--- config.mk ---
export PLATFORM = sky130hd
export DESIGN_NAME = ascpc_pin_scan
export DESIGN_NICKNAME = d
export VERILOG_FILES = /design/src/hw/ascpc_pkg.sv /design/src/hw/ascpc_pin_scan.sv
export SDC_FILE = /design/constraint.sdc
export NUM_CORES = 1
export LEC_CHECK = 0
export ABC_AREA = 1
export ABC_CLOCK_PERIOD_IN_PS = 9200
export BUFFER_PORTS_ARGS = -buffer_cell sky130_fd_sc_hd__buf_2
export CAP_MARGIN = 20
export CELL_PAD_IN_SITES_DETAIL_PLACEMENT = 1
export CELL_PAD_IN_SITES_GLOBAL_PLACEMENT = 1
export CORE_MARGIN = 5
export CORE_UTILIZATION = 33
export DETAILED_ROUTE_END_ITERATION = 10
export PLACE_DENSITY = 0.65
export SYNTH_ARGS = -nofsm -noshare
export SYNTH_HDL_FRONTEND = slang
export SYNTH_SLANG_ARGS = --single-unit
--- constraint.sdc ---
create_clock -name core_clk -period 9.2 [get_ports core_clk]
set_clock_uncertainty 0.1 [all_clocks]
set_input_delay 1.84 -clock core_clk [delete_from_list [all_inputs] [get_ports core_clk]]
set_output_delay 1.84 -clock core_clk [all_outputs]
set_load 0.01 [all_outputs]
--- src/hw/ascpc_pkg.sv ---
`default_nettype none
package ascpc_pkg;

    // register byte offsets
    localparam logic [7:0] OFF_SCAN_LOW        = 8'h00;
    localparam logic [7:0] OFF_SCAN_HIGH       = 8'h04;
    localparam logic [7:0] OFF_PIN_MODE_LOW    = 8'h08;
    localparam logic [7:0] OFF_PIN_MODE_HIGH   = 8'h0C;
    localparam logic [7:0] OFF_SCAN2_LOW       = 8'h10;
    localparam logic [7:0] OFF_PIN_MODE2_LOW   = 8'h14;
    localparam logic [7:0] OFF_CONTROL         = 8'h18;
    localparam logic [7:0] OFF_STATUS          = 8'h1C;

    // reset values
    localparam logic [15:0] RST_SEL_REG        = 16'h0000;
    localparam logic [31:0] RST_CONTROL        = 32'h0000_0000;

    // control field positions
    localparam int CTL_SCAN_EN1   = 0;
    localparam int CTL_SCAN_EN2   = 1;
    localparam int CTL_OFF1       = 2;
    localparam int CTL_OFF2       = 3;
    localparam int CTL_FIX1_LSB   = 8;
    localparam int CTL_FIX2_LSB   = 16;

    // status field positions
    localparam int STS_CHAN1_LSB  = 0;
    localparam int STS_CHAN2_LSB  = 8;
    localparam int STS_LOWREF1    = 16;
    localparam int STS_LOWREF2    = 17;

    // input counts
    localparam int ALL_INPUTS     = 32;
    localparam int LOW_INPUTS     = 16;

    // input selection handed to a converter's multiplexer
    typedef struct packed {
        logic [4:0] chan;
        logic       lowRef;
    } ascpc_conv_sel_type;

endpackage
`default_nettype wire

--- src/hw/ascpc_pin_scan.sv ---
// Operation
// - A scan includes an input whose scan-pick bit is 1 and skips it when the bit is 0.
// - Low scan-select bit x selects analog input x for inputs 0 to 15.
// - High scan-select bit x selects analog input 16+x, covering inputs 16 to 31.
// - All high scan-select bits are writable; a selected absent input samples the low reference.
// - A pin-mode bit of 1 makes the pin digital, read input on, converter input grounded.
// - A pin-mode bit of 0 makes the pin analog, read input off, converter samples the pin.
// - All pin-mode bits read and write on every part; bits of absent inputs do nothing.
// - High pin-mode bits govern inputs 16 to 31 and low bits inputs 0 to 15, one bit each.
// - The second converter has only inputs 0 to 15 and no high pin-mode register.
// - With two converters both low pin-mode registers act on the pins of inputs 0 to 15.
// - A converter switched off ignores pin-mode bits and its shared pins go digital.
// - With scan disabled only the fixed channel selection is used.
// - The second converter accepts only inputs 0 to 15 as positive input.
//
// The implementer's own choices: the placing of the registers and the APB slave port.
`timescale 1ns/10ps
`default_nettype none

module ascpc_pin_scan #(
    parameter int NUM_INPUTS = 32,
    parameter bit DUAL       = 1'b1
) (
    // clock and reset
    input  wire logic                         core_clk,
    input  wire logic                         sys_rst,
    // apb slave
    input  wire logic                         psel,
    input  wire logic                         penable,
    input  wire logic                         pwrite,
    input  wire logic [7:0]                   paddr,
    input  wire logic [31:0]                  pwdata,
    output logic                              pready,
    output logic [31:0]                       prdata,
    output logic                              pslverr,
    // converter sequencing strobes
    input  wire logic                         convStep1,
    input  wire logic                         convStep2,
    // converter input selections
    output ascpc_pkg::ascpc_conv_sel_type     convSel1,
    output ascpc_pkg::ascpc_conv_sel_type     convSel2,
    // shared pin control
    output logic [31:0]                       portReadEn,
    output logic [31:0]                       muxGround
);

    // refuse input counts that the 32-bit masks cannot serve
    if (NUM_INPUTS < 1 || NUM_INPUTS > ascpc_pkg::ALL_INPUTS) begin : g_bad_count
        $error("NUM_INPUTS must lie in 1 to 32");
    end

    localparam int LOW_PRESENT =
        (NUM_INPUTS < ascpc_pkg::LOW_INPUTS) ? NUM_INPUTS : ascpc_pkg::LOW_INPUTS;

    // first set mask bit from start upward, wrapping; start when mask is empty
    function automatic logic [4:0] firstFrom(input logic [31:0] mask,
                                             input logic [4:0] start);
        logic [4:0] idx;
        logic       found;
        firstFrom = start;
        found = 1'b0;
        for (int i = 0; i < 32; i++) begin
            idx = start + i[4:0];
            if (!found && mask[idx]) begin
                firstFrom = idx;
                found = 1'b1;
            end
        end
    endfunction

    logic [15:0] scanLow_r;
    logic [15:0] scanHigh_r;
    logic [15:0] pinLow_r;
    logic [15:0] pinHigh_r;
    logic [15:0] scan2Low_r;
    logic [15:0] pin2Low_r;
    logic [31:0] control_r;
    logic [4:0]  ptr1_r;
    logic [3:0]  ptr2_r;
    logic        pready_r;
    logic [31:0] prdata_r;
    logic        pslverr_r;
    ascpc_pkg::ascpc_conv_sel_type sel1_r;
    ascpc_pkg::ascpc_conv_sel_type sel2_r;
    logic [31:0] readEn_r;
    logic [31:0] ground_r;

    // bus decode
    wire logic accessEnd = psel && penable && pready_r;
    wire logic doWrite   = accessEnd && pwrite;
    wire logic hitScanL  = paddr == ascpc_pkg::OFF_SCAN_LOW;
    wire logic hitScanH  = paddr == ascpc_pkg::OFF_SCAN_HIGH;
    wire logic hitPinL   = paddr == ascpc_pkg::OFF_PIN_MODE_LOW;
    wire logic hitPinH   = paddr == ascpc_pkg::OFF_PIN_MODE_HIGH;
    wire logic hitScan2  = DUAL && paddr == ascpc_pkg::OFF_SCAN2_LOW;
    wire logic hitPin2   = DUAL && paddr == ascpc_pkg::OFF_PIN_MODE2_LOW;
    wire logic hitCtl    = paddr == ascpc_pkg::OFF_CONTROL;
    wire logic hitSts    = paddr == ascpc_pkg::OFF_STATUS;
    wire logic hitAny    = hitScanL | hitScanH | hitPinL | hitPinH
                         | hitScan2 | hitPin2 | hitCtl | hitSts;

    // write strobes, one per writable register, none for status
    wire logic wrScanL   = doWrite && hitScanL;
    wire logic wrScanH   = doWrite && hitScanH;
    wire logic wrPinL    = doWrite && hitPinL;
    wire logic wrPinH    = doWrite && hitPinH;
    wire logic wrScan2   = doWrite && hitScan2;
    wire logic wrPin2    = doWrite && hitPin2;
    wire logic wrCtl     = doWrite && hitCtl;

    // control fields
    wire logic       scanEn1 = control_r[ascpc_pkg::CTL_SCAN_EN1];
    wire logic       scanEn2 = DUAL && control_r[ascpc_pkg::CTL_SCAN_EN2];
    wire logic       off1    = control_r[ascpc_pkg::CTL_OFF1];
    wire logic       off2    = DUAL && control_r[ascpc_pkg::CTL_OFF2];
    wire logic [4:0] fix1    = control_r[ascpc_pkg::CTL_FIX1_LSB +: 5];
    wire logic [3:0] fix2    = control_r[ascpc_pkg::CTL_FIX2_LSB +: 4];

    wire logic [31:0] mask1 = {scanHigh_r, scanLow_r};
    wire logic [31:0] mask2 = {16'h0000, scan2Low_r};

    wire logic [4:0] cur1   = firstFrom(mask1, ptr1_r);
    wire logic [4:0] next1  = firstFrom(mask1, cur1 + 5'h01);
    wire logic [4:0] cur2w  = firstFrom(mask2, {1'b0, ptr2_r});
    wire logic [4:0] next2w = firstFrom(mask2, {1'b0, cur2w[3:0]} + 5'h01);

    wire logic [4:0] chan1 = scanEn1 ? cur1 : fix1;
    wire logic [3:0] chan2 = scanEn2 ? cur2w[3:0] : fix2;

    // absent input converts the low reference
    wire logic absent1 = 32'(chan1) >= 32'(NUM_INPUTS);
    wire logic absent2 = 32'(chan2) >= 32'(LOW_PRESENT);

    // status image of both current selections
    logic [31:0] status;
    always_comb begin
        status                                = 32'h0000_0000;
        status[ascpc_pkg::STS_CHAN1_LSB +: 5] = sel1_r.chan;
        status[ascpc_pkg::STS_CHAN2_LSB +: 5] = sel2_r.chan;
        status[ascpc_pkg::STS_LOWREF1]        = sel1_r.lowRef;
        status[ascpc_pkg::STS_LOWREF2]        = sel2_r.lowRef;
    end

    // control image keeps only the defined fields, the rest read 0
    logic [31:0] control_nxt;
    always_comb begin
        control_nxt                               = 32'h0000_0000;
        control_nxt[ascpc_pkg::CTL_SCAN_EN1]      = pwdata[ascpc_pkg::CTL_SCAN_EN1];
        control_nxt[ascpc_pkg::CTL_SCAN_EN2]      = pwdata[ascpc_pkg::CTL_SCAN_EN2];
        control_nxt[ascpc_pkg::CTL_OFF1]          = pwdata[ascpc_pkg::CTL_OFF1];
        control_nxt[ascpc_pkg::CTL_OFF2]          = pwdata[ascpc_pkg::CTL_OFF2];
        control_nxt[ascpc_pkg::CTL_FIX1_LSB +: 5] = pwdata[ascpc_pkg::CTL_FIX1_LSB +: 5];
        control_nxt[ascpc_pkg::CTL_FIX2_LSB +: 4] = pwdata[ascpc_pkg::CTL_FIX2_LSB +: 4];
    end

    // every pin-mode bit reads back as written
    wire logic [31:0] readMux =
          hitScanL ? {16'h0000, scanLow_r}
        : hitScanH ? {16'h0000, scanHigh_r}
        : hitPinL  ? {16'h0000, pinLow_r}
        : hitPinH  ? {16'h0000, pinHigh_r}
        : hitScan2 ? {16'h0000, scan2Low_r}
        : hitPin2  ? {16'h0000, pin2Low_r}
        : hitCtl   ? control_r
        : hitSts   ? status
        : 32'h0000_0000;

    // per-pin mode
    genvar gp;
    for (gp = 0; gp < 32; gp++) begin : g_pin
        logic want1;
        logic want2;
        logic digital;
        // pin-mode bit per input, forced digital when off
        assign want1 = off1 | ((gp < 16) ? pinLow_r[gp % 16] : pinHigh_r[gp % 16]);
        // second converter acts on low pins
        assign want2 = (gp < 16) && DUAL && (off2 | pin2Low_r[gp % 16]);
        assign digital = want1 | want2;
        always_ff @(posedge core_clk) begin
            if (sys_rst) begin
                readEn_r[gp] <= 1'b0;
                ground_r[gp] <= 1'b0;
            end else if (gp >= NUM_INPUTS) begin
                readEn_r[gp] <= 1'b0;
                ground_r[gp] <= 1'b1;
            end else begin
                // digital grounds the mux input, analog samples the pin
                readEn_r[gp] <= digital;
                ground_r[gp] <= digital;
            end
        end
    end

    // apb answer one cycle into the access phase
    always_ff @(posedge core_clk) begin
        if (sys_rst) begin
            pready_r  <= 1'b0;
            prdata_r  <= 32'h0000_0000;
            pslverr_r <= 1'b0;
        end else begin
            pready_r  <= psel && penable && !pready_r;
            prdata_r  <= (psel && penable && !pwrite && !pready_r) ? readMux : 32'h0000_0000;
            pslverr_r <= psel && penable && !pready_r && !hitAny;
        end
    end

    // register writes, one short block per writable register, none for status
    always_ff @(posedge core_clk) begin
        if (sys_rst) begin
            scanLow_r <= ascpc_pkg::RST_SEL_REG;
        end else if (wrScanL) begin
            scanLow_r <= pwdata[15:0];
        end
    end

    always_ff @(posedge core_clk) begin
        if (sys_rst) begin
            scanHigh_r <= ascpc_pkg::RST_SEL_REG;
        end else if (wrScanH) begin
            scanHigh_r <= pwdata[15:0];
        end
    end

    always_ff @(posedge core_clk) begin
        if (sys_rst) begin
            pinLow_r <= ascpc_pkg::RST_SEL_REG;
        end else if (wrPinL) begin
            pinLow_r <= pwdata[15:0];
        end
    end

    always_ff @(posedge core_clk) begin
        if (sys_rst) begin
            pinHigh_r <= ascpc_pkg::RST_SEL_REG;
        end else if (wrPinH) begin
            pinHigh_r <= pwdata[15:0];
        end
    end

    always_ff @(posedge core_clk) begin
        if (sys_rst) begin
            scan2Low_r <= ascpc_pkg::RST_SEL_REG;
        end else if (wrScan2) begin
            scan2Low_r <= pwdata[15:0];
        end
    end

    always_ff @(posedge core_clk) begin
        if (sys_rst) begin
            pin2Low_r <= ascpc_pkg::RST_SEL_REG;
        end else if (wrPin2) begin
            pin2Low_r <= pwdata[15:0];
        end
    end

    always_ff @(posedge core_clk) begin
        if (sys_rst) begin
            control_r <= ascpc_pkg::RST_CONTROL;
        end else if (wrCtl) begin
            control_r <= control_nxt;
        end
    end

    // scan sequencers advance on each conversion strobe
    always_ff @(posedge core_clk) begin
        if (sys_rst) begin
            ptr1_r <= 5'h00;
            ptr2_r <= 4'h0;
        end else begin
            if (convStep1 && scanEn1) ptr1_r <= next1;
            if (convStep2 && scanEn2) ptr2_r <= next2w[3:0];
        end
    end

    always_ff @(posedge core_clk) begin
        if (sys_rst) begin
            sel1_r <= '0;
            sel2_r <= '0;
        end else begin
            sel1_r.chan   <= chan1;
            sel1_r.lowRef <= absent1;
            // second converter limited to inputs 0 to 15
            sel2_r.chan   <= DUAL ? {1'b0, chan2} : 5'h00;
            sel2_r.lowRef <= DUAL && absent2;
        end
    end

    assign pready     = pready_r;
    assign prdata     = prdata_r;
    assign pslverr    = pslverr_r;
    assign convSel1   = sel1_r;
    assign convSel2   = sel2_r;
    assign portReadEn = readEn_r;
    assign muxGround  = ground_r;

endmodule

`default_nettype wire

# Yosys cells after proc, flatten, opt, wreduce, memory -nomap -nowiden
# Index checks and enable logic that the tools add are counted.
word_totals:
  regBits: 184
  in_bits: 47
  output_inout_bits: 110
  word_cells: 1167
op_classes:
  addsub: 126
  magnitude_cmp: 128
  n_eq_ne: 7
  mux: 514
  bitwise_logic: 72
  reduce_logical: 270
ops:
  columns: ["operator", "n"]
  rows:
  - ["$lt 5x6->1 const B", 127]
  - ["$bmux 1 s5", 127]
  - ["$mux 5", 63]
  - ["$mux 1", 252]
  - ["$mux 4", 63]
  - ["$add 5x5->5 const B", 48]
  - ["$logic_and 1x1->1", 140]
  - ["$logic_not 1->1", 127]
  - ["$add 5x4->5 const B", 24]
  - ["$mux 16", 6]
  - ["$add 4x5->5 const B", 16]
  - ["$or 1x1->1", 71]
  - ["$add 5x3->5 const B", 12]
  - ["$add 4x4->5 const B", 8]
  - ["$eq 8x5->1 const B", 4]
  - ["$add 5x2->5 const B", 6]
  - ["$add 4x3->5 const B", 4]
  - ["$add 5x1->5 const B", 4]
  - ["$mux 20", 1]
  - ["$mux 18", 1]
  - ["$eq 8x4->1 const B", 2]
  - ["$add 4x1->5 const B", 2]
  - ["$add 4x2->5 const B", 2]
  - ["$eq 8x3->1 const B", 1]
  - ["6 further kinds", 6]

# Logic depth before layout (Yosys ltp)
depth:
  depth_word: 193
  depth_mapped: 103
  mapped_depth_nobuf: 98

# Worst setup path after synthesis
# No wires, ideal clock.
synth_path:
  path_type: "register to register"
  start: "register ptr1_r[1]"
  end: "register ptr1_r[4]"
  setup_time_ps: 118
  arrival_time_ps: 9709
  required_ps: 8982
  setup_slack_ps: -727
  stages_incl_launch_ff: 88
  n_path_buf: 7
  period_less_slack_ps: 9927
  path_cell_list: "dfxtp_1 buf_2 inv_2 buf_2 ha_1 buf_2 inv_2 buf_2 nand3_1 nand3_1 nand3_1 nand3_1 nand2_2 nor2_2 nand2_1 nor2_2 nand2_2 nor2_4 [52 not listed] inv_2 nand2_1 inv_2 nand2_2 nor2_4 nand3_2 inv_2 nand2_4 nor2_4 nand2_2 nor2_2 nand2_1 inv_2 nor2_1 nand2_1 nand2_1 nand2_1 a21oi_2"
synth_via:
  elab_chain_len: 193
  elab_cells_between_ends: 439
  cone_classes: "63 x add/sub; 252 x mux; 124 x reduce/logical"
synth_rtl:
  columns: ["item", "line", "text"]
  rows:
  - ["start, declared", "ascpc_pin_scan.sv:78", "logic [4:0] ptr1_r;"]
  - ["start signal, assigned", "ascpc_pin_scan.sv:270", "if (convStep1 && scanEn1) ptr1_r <= next1;"]
  - ["branches (longest 95 deep; another with $add 5x1->5)", null, null]
  - ["$mux 5 *", "ascpc_pin_scan.sv:64", "if (!found && mask[idx]) begin"]
  - ["$add 5x1->5 *", "ascpc_pin_scan.sv:123", "wire logic [4:0] next1 = firstFrom(mask1, cur1 + 5'h01);"]
  - ["branches (longest 95 deep; another with $add 5x1->5)", null, null]
  - ["$mux 5 *", "ascpc_pin_scan.sv:64", null]
# Mark *: on every way between the ends. The select of a mux whose other input is x is not followed.
# A chain may end at the register's enable or synchronous reset.

# Final worst setup path
layout_path:
  start: "register ptr2_r[0]"
  end: "register ptr2_r[0]"
layout_via:
  elab_chain_len: 193
  elab_cells_between_ends: 439
  cone_classes: "63 x add/sub; 252 x mux; 124 x reduce/logical"
layout_rtl:
  columns: ["item", "line", "text"]
  rows:
  - ["start, declared", "ascpc_pin_scan.sv:79", "logic [3:0] ptr2_r;"]
  - ["start signal, assigned", "ascpc_pin_scan.sv:271", "if (convStep2 && scanEn2) ptr2_r <= next2w[3:0];"]
  - ["branches (longest 95 deep; another with $add 4x1->5)", null, null]
  - ["$mux 4 *", "ascpc_pin_scan.sv:64", null]
  - ["$add 4x1->5 *", "ascpc_pin_scan.sv:125", "wire logic [4:0] next2w = firstFrom(mask2, {1'b0, cur2w[3:0]} + 5'h01);"]
  - ["branches (longest 95 deep; another with $add 5x1->5)", null, null]
  - ["$mux 4 *", "ascpc_pin_scan.sv:64", null]
# Marked as above.

==> tab_implementation.tex <==
\begin{tabular}{lr}
\hline
Metric & Value \\
\hline
\multicolumn{2}{l}{\textbf{Power}} \\
Share of power burned in combinational logic & 0.137 \\
P\_int & $\sim$1.3 mW \\
Switching power & a little under 0.6 mW \\
Part of the total power dissipated in the clock network & 0.439 \\
Power, Total & roughly 1.8 mW \\
Static Leak & 16.2 nW \\
Peak VDD IR & 0.159 mV \\
Switching Share & 0.320 \\
Power density over cell area & $\sim$57 nW/um\^{}2 \\
Portion of total power attributed to sequential cells & 0.424 \\
\multicolumn{2}{l}{\textbf{Critical path}} \\
Critical path's most frequent cell & sky130\_fd\_sc\_hd\_\_nand2\_1 \\
Worst setup EP type & flop \\
Peak fanout along the critical path & 7 \\
Maximum cell stage delay along the critical path & about 0.43 ns \\
Kind of critical path & flop to flop \\
Internal reg-to-reg setup slack & -0.55 ns \\
Cell with the biggest individual delay on the critical path & sky130\_fd\_sc\_hd\_\_mux2i\_1 \\
Beginning of the worst register-to-register path & ptr2\_r[0] \\
Depth of the most critical reg-to-reg path & 72 \\
Worst flop-to-flop path endpoint & ptr2\_r[0] \\
Arrival time at the worst endpoint & roughly 10 ns \\
Element type at the critical path start & flop \\
Required time at the endpoint of the critical path & approximately 9.5 ns \\
\multicolumn{2}{l}{\textbf{Worst hold path}} \\
Worst hold endpoint & pin2Low\_r[3] \\
Cells on Worst Hold Path & 2 \\
Startpoint of the tightest hold check path & pin2Low\_r[3] \\
Min-delay worst type & flop to flop \\
\multicolumn{2}{l}{\textbf{Die}} \\
Total die area & just over 70000 sq um \\
Initial core utilization & 0.331 \\
Number of placed I/O pins & about 160 \\
Die Height & 266 microns \\
Number of rows created at floorplan & 94 \\
Core area & between 60000 and 70000 sq um \\
Die Wd & roughly 270 microns \\
\multicolumn{2}{l}{\textbf{Finish}} \\
End-of-flow core utilization & 0.491 \\
Area of combinational cells with multiple inputs & between 15000 and 20000 sq um \\
Final Cell Area & 32100 sq um \\
Register Area & between 3000 and 4000 sq um \\
N\_diodes & 0 \\
Layout net count & around 4900 \\
Area delta synth->final & 48.3\% \\
Fraction of layout cells with a size suffix above 1 & 0.328 \\
Fillcell total & 8976 \\
\multicolumn{2}{l}{\textbf{Logic synthesis}} \\
Number of flops mapped to enable cells by yosys & 0 \\
Gate count after technology mapping & approximately 3900 \\
Yosys warnings & 0 \\
Mean instance size in the synthesized netlist & $\sim$5.5 sq um \\
Main combinational cell family by area after synthesis & simple AND/OR/NAND/NOR gates \\
Fraction of registers with async set or reset after synthesis & 0 \\
Cell types occupying the most area after synthesis & sky130\_fd\_sc\_hd\_\_nand2\_1 20\%, sky130\_fd\_sc\_hd\_\_dfxtp\_1 17\%, sky130\_fd\_sc\_hd\_\_inv\_1 10\%, sky130\_fd\_sc\_hd\_\_nand3\_1 9.8\%, sky130\_fd\_sc\_hd\_\_o21ai\_0 8.7\% \\
Fraction of the mapped netlist area in adder cells & 0.0301 \\
Synth Flop Type & sky130\_fd\_sc\_hd\_\_dfxtp\_1 \\
Synth area leader & sky130\_fd\_sc\_hd\_\_nand2\_1 \\
XOR/XNOR share of the synthesized area & 0.0239 \\
Compound-Gate Fraction of Synth Area & 0.201 \\
Multiplexer share of the synthesized area & 0.00601 \\
Distinct cell type count after synthesis & 63 \\
Portion of the post-synthesis area used by sequential elements & 0.167 \\
Area share of and/or/nand/nor cells after synthesis & 0.416 \\
Proportion of netlist area held by the largest area contributor & 0.199 \\
Netlist area before placement & 21600 sq um \\
Total of flip-flops plus latches after synthesis & approximately 180 \\
\multicolumn{2}{l}{\textbf{Timing}} \\
Maximum achievable frequency & 0.103 GHz \\
Transition time of the tightest slew-check pin & 1.04 ns \\
Hold\_ws & roughly 0.38 ns \\
Worst Slack Setup Final & -0.552 ns \\
Worst slew margin relative to its limit & 0.309 \\
Final hold violation count & 0 \\
Setup repair after global routing missed its margin & yes \\
Min cycle time layout & $\sim$9.8 ns \\
Ratio of final minimum period to clock period & 1.06 \\
Number of failing setup endpoints in the final timing report & 9 \\
Number of max-slew violations in the final report & 0 \\
\multicolumn{2}{l}{\textbf{Place}} \\
Routability congestion estimate & a little under 1 \\
\# port buffers & roughly 130 \\
Post-DP HPWL & between 80 and 90 mm \\
Setup slack after placement & -0.729 ns \\
Total placed instance area & between 20000 and 30000 sq um \\
\multicolumn{2}{l}{\textbf{Drt}} \\
Mean number of vias per cell & about 5.4 \\
Routed wire length & between 100 and 150 mm \\
Number of iterations in the first detailed-routing pass & 5 \\
Drc violations & 0 \\
Number of vias in the routed layout & between 30000 and 40000 \\
Iter 0 DRT Violations & $\sim$2400 \\
Post-detailed-route count of antenna-violating nets & 0 \\
Avg WL per Cell & 21.2 microns \\
\multicolumn{2}{l}{\textbf{GRT}} \\
Wire length of the first global-routing pass & around 160 mm \\
Global router's overall resource usage & 0.293 \\
Largest net degree at the start of global routing & slightly above 80 \\
Aggregate global routing overflow & 0 \\
Number of antenna violations at the first check in global routing & 0 \\
Vias in the first global route & approximately 29000 \\
\multicolumn{2}{l}{\textbf{Clock tree}} \\
Cell at the root of the clock tree & sky130\_fd\_sc\_hd\_\_clkbuf\_16 \\
Count of clock tree sinks & between 150 and 200 \\
Clock H-tree levels & 4 \\
Clock network latency to the later pin of the worst-skew pair & 0.49 ns \\
Hold buffers post-CTS & 0 \\
Clock tree from TritonCTS & yes \\
Largest buffer count on any clock path & 2 \\
Number of buffers created by CTS & 17 \\
Clock Pin Slew Worst Setup and Hold Paths & 0.09 ns \\
\multicolumn{2}{l}{\textbf{Run}} \\
Count of maximum capacitance violations & 0 \\
\multicolumn{2}{l}{\textbf{Outcome}} \\
Failing checks & setup timing \\
Status & complete, but fails checks \\
\hline
\end{tabular}
==> how the worst max path moves through the flow <==
| stage | cells past startpoint | start | endpoint |
|---|---|---|---|
| global route | 72 | ptr2_r[0] | ptr2_r[0] |
| global placement | 78 | ptr1_r[1] | ptr1_r[1] |
| CTS | 81 | ptr1_r[1] | ptr1_r[1] |
| detailed placement | 76 | ptr1_r[2] | ptr1_r[3] |
| finish | 72 | ptr2_r[0] | ptr2_r[0] |
| floorplan | 88 | ptr1_r[1] | ptr1_r[4] |
==> registers in the layout, summed over array words and instances (netlist names), 13 cells and up <==
signal	count
muxGround	32
prdata	20
pin2Low_r	16
pinHigh_r	16
pinLow_r	16
scan2Low_r	16
scanHigh_r	16
scanLow_r	16
control_r	13
==> metal layers <==
metal / track usage / wire length, microns / vias up
met5: 0 / 0 / -
met4: 0.108 / 6820 / 0
met3: 0.0293 / 7280 / 385
met2: 0.499 / 55800 / 1183
met1: 0.385 / 49400 / 14700
li1: - / - / 14300
==> synth_stat cells, drive strengths merged (13+ instances only) <==
master / n
a31oi: 35
a221oi: 17
o211ai: 13
ha: 52
mux2i: 13
a211oi: 34
o21a: 19
nor3: 29
clkbuf: 63
nand3b: 16
or2: 22
nor2: 299
nand2: 1178
o21ai: 422
xor2: 44
inv: 616
nand3: 439
nand4: 42
a21oi: 226
dfxtp: 181
buf: 111
==> final cells by class <==
type	instances	share of cell area
clock buffer	17	0.0133
sequential	181	0.114
timing repair buffer	970	0.231
multi-input combinational	2965	0.527
tap	864	0.0337
clock inverter	15	0.00600
inverter	622	0.0754
==> cells in the final DEF (no fill, tap or decap), types with 12 or more instances in the layout <==
cell type                      n
sky130_fd_sc_hd__nor2_1      231
sky130_fd_sc_hd__ha_1         26
sky130_fd_sc_hd__o21a_1       16
sky130_fd_sc_hd__nand4_1      36
sky130_fd_sc_hd__inv_2        50
sky130_fd_sc_hd__nand3_1     307
sky130_fd_sc_hd__buf_4       782
sky130_fd_sc_hd__nand2_4      27
sky130_fd_sc_hd__o21ai_2      40
sky130_fd_sc_hd__inv_4        14
sky130_fd_sc_hd__ha_4         18
sky130_fd_sc_hd__buf_2       129
sky130_fd_sc_hd__mux2i_1      12
sky130_fd_sc_hd__nand2_2     112
sky130_fd_sc_hd__nor2_2       32
sky130_fd_sc_hd__buf_6        30
sky130_fd_sc_hd__a221oi_1     17
sky130_fd_sc_hd__xor2_1       27
sky130_fd_sc_hd__buf_12       14
sky130_fd_sc_hd__o21ai_1      63
sky130_fd_sc_hd__xor2_4       13
sky130_fd_sc_hd__a21oi_1     212
sky130_fd_sc_hd__dfxtp_1     174
sky130_fd_sc_hd__nand3_2     107
sky130_fd_sc_hd__nand3b_1     16
sky130_fd_sc_hd__a31oi_1      34
sky130_fd_sc_hd__o211ai_1     13
sky130_fd_sc_hd__nand3_4      25
sky130_fd_sc_hd__a211oi_1     34
sky130_fd_sc_hd__clkbuf_16    22
sky130_fd_sc_hd__nand2_1    1035
sky130_fd_sc_hd__conb_1       15
sky130_fd_sc_hd__o21ai_0     313
sky130_fd_sc_hd__nor2_4       36
sky130_fd_sc_hd__nor3_1       23
sky130_fd_sc_hd__inv_1       545
==> critical path: cells and delay by family (launching register included) <==
kind / cells / cell delay, ns
AND/OR/NAND/NOR: 53 / 6.46
buffers and inverters: 12 / 1.19
adder cells (fa/ha/maj): 2 / 0.35
AO/OA/AOI/OAI: 4 / 0.69
multiplexers: 1 / 0.43
flip-flops: 1 / 0.41
==> power by group through the flow <==
stage | registers, mW | clock network, mW | logic (mW)
floorplan | 0.802 | 0 | 0.133
global placement | 0.802 | 0 | 0.213
detailed placement | 0.802 | 0 | 0.217
CTS | 0.783 | 0.812 | 0.229
global route | 0.782 | 0.845 | 0.275
finish | 0.782 | 0.809 | 0.253
==> what timing repair did <==
action / 4_1_cts / 5_1_grt
resized for setup: 193 / 461
buffers inserted: 57 / 98
cloned: 1 / 7
pin swaps: 28 / 149
endpoints found under the setup margin: 9 / 9
==> logic make-up (layout without fill, tap and decap cells) <==
kind of cell | Yosys count | in the layout
and+or+nand+nor | 2039 | 2039
buffers and inverters | 796 | 1624
muxes | 13 | 13
adders and majority gates | 52 | 52
other | 1 | 15
xor gates and xnor gates | 51 | 52
AOI/OAI and AO/OA | 794 | 794
DFF | 181 | 181
==> metrics by stage <==
step | cells | TNS (ns)
CTS | 5532 | -0.192
global route | 5634 | -8.90
global placement | 5440 | -2.29
floorplan | 3941 | -0.00255
finish | 5634 | -3.50
detailed placement | 5442 | -4.28
No activity file was read; power rests on OpenSTA's default activity.
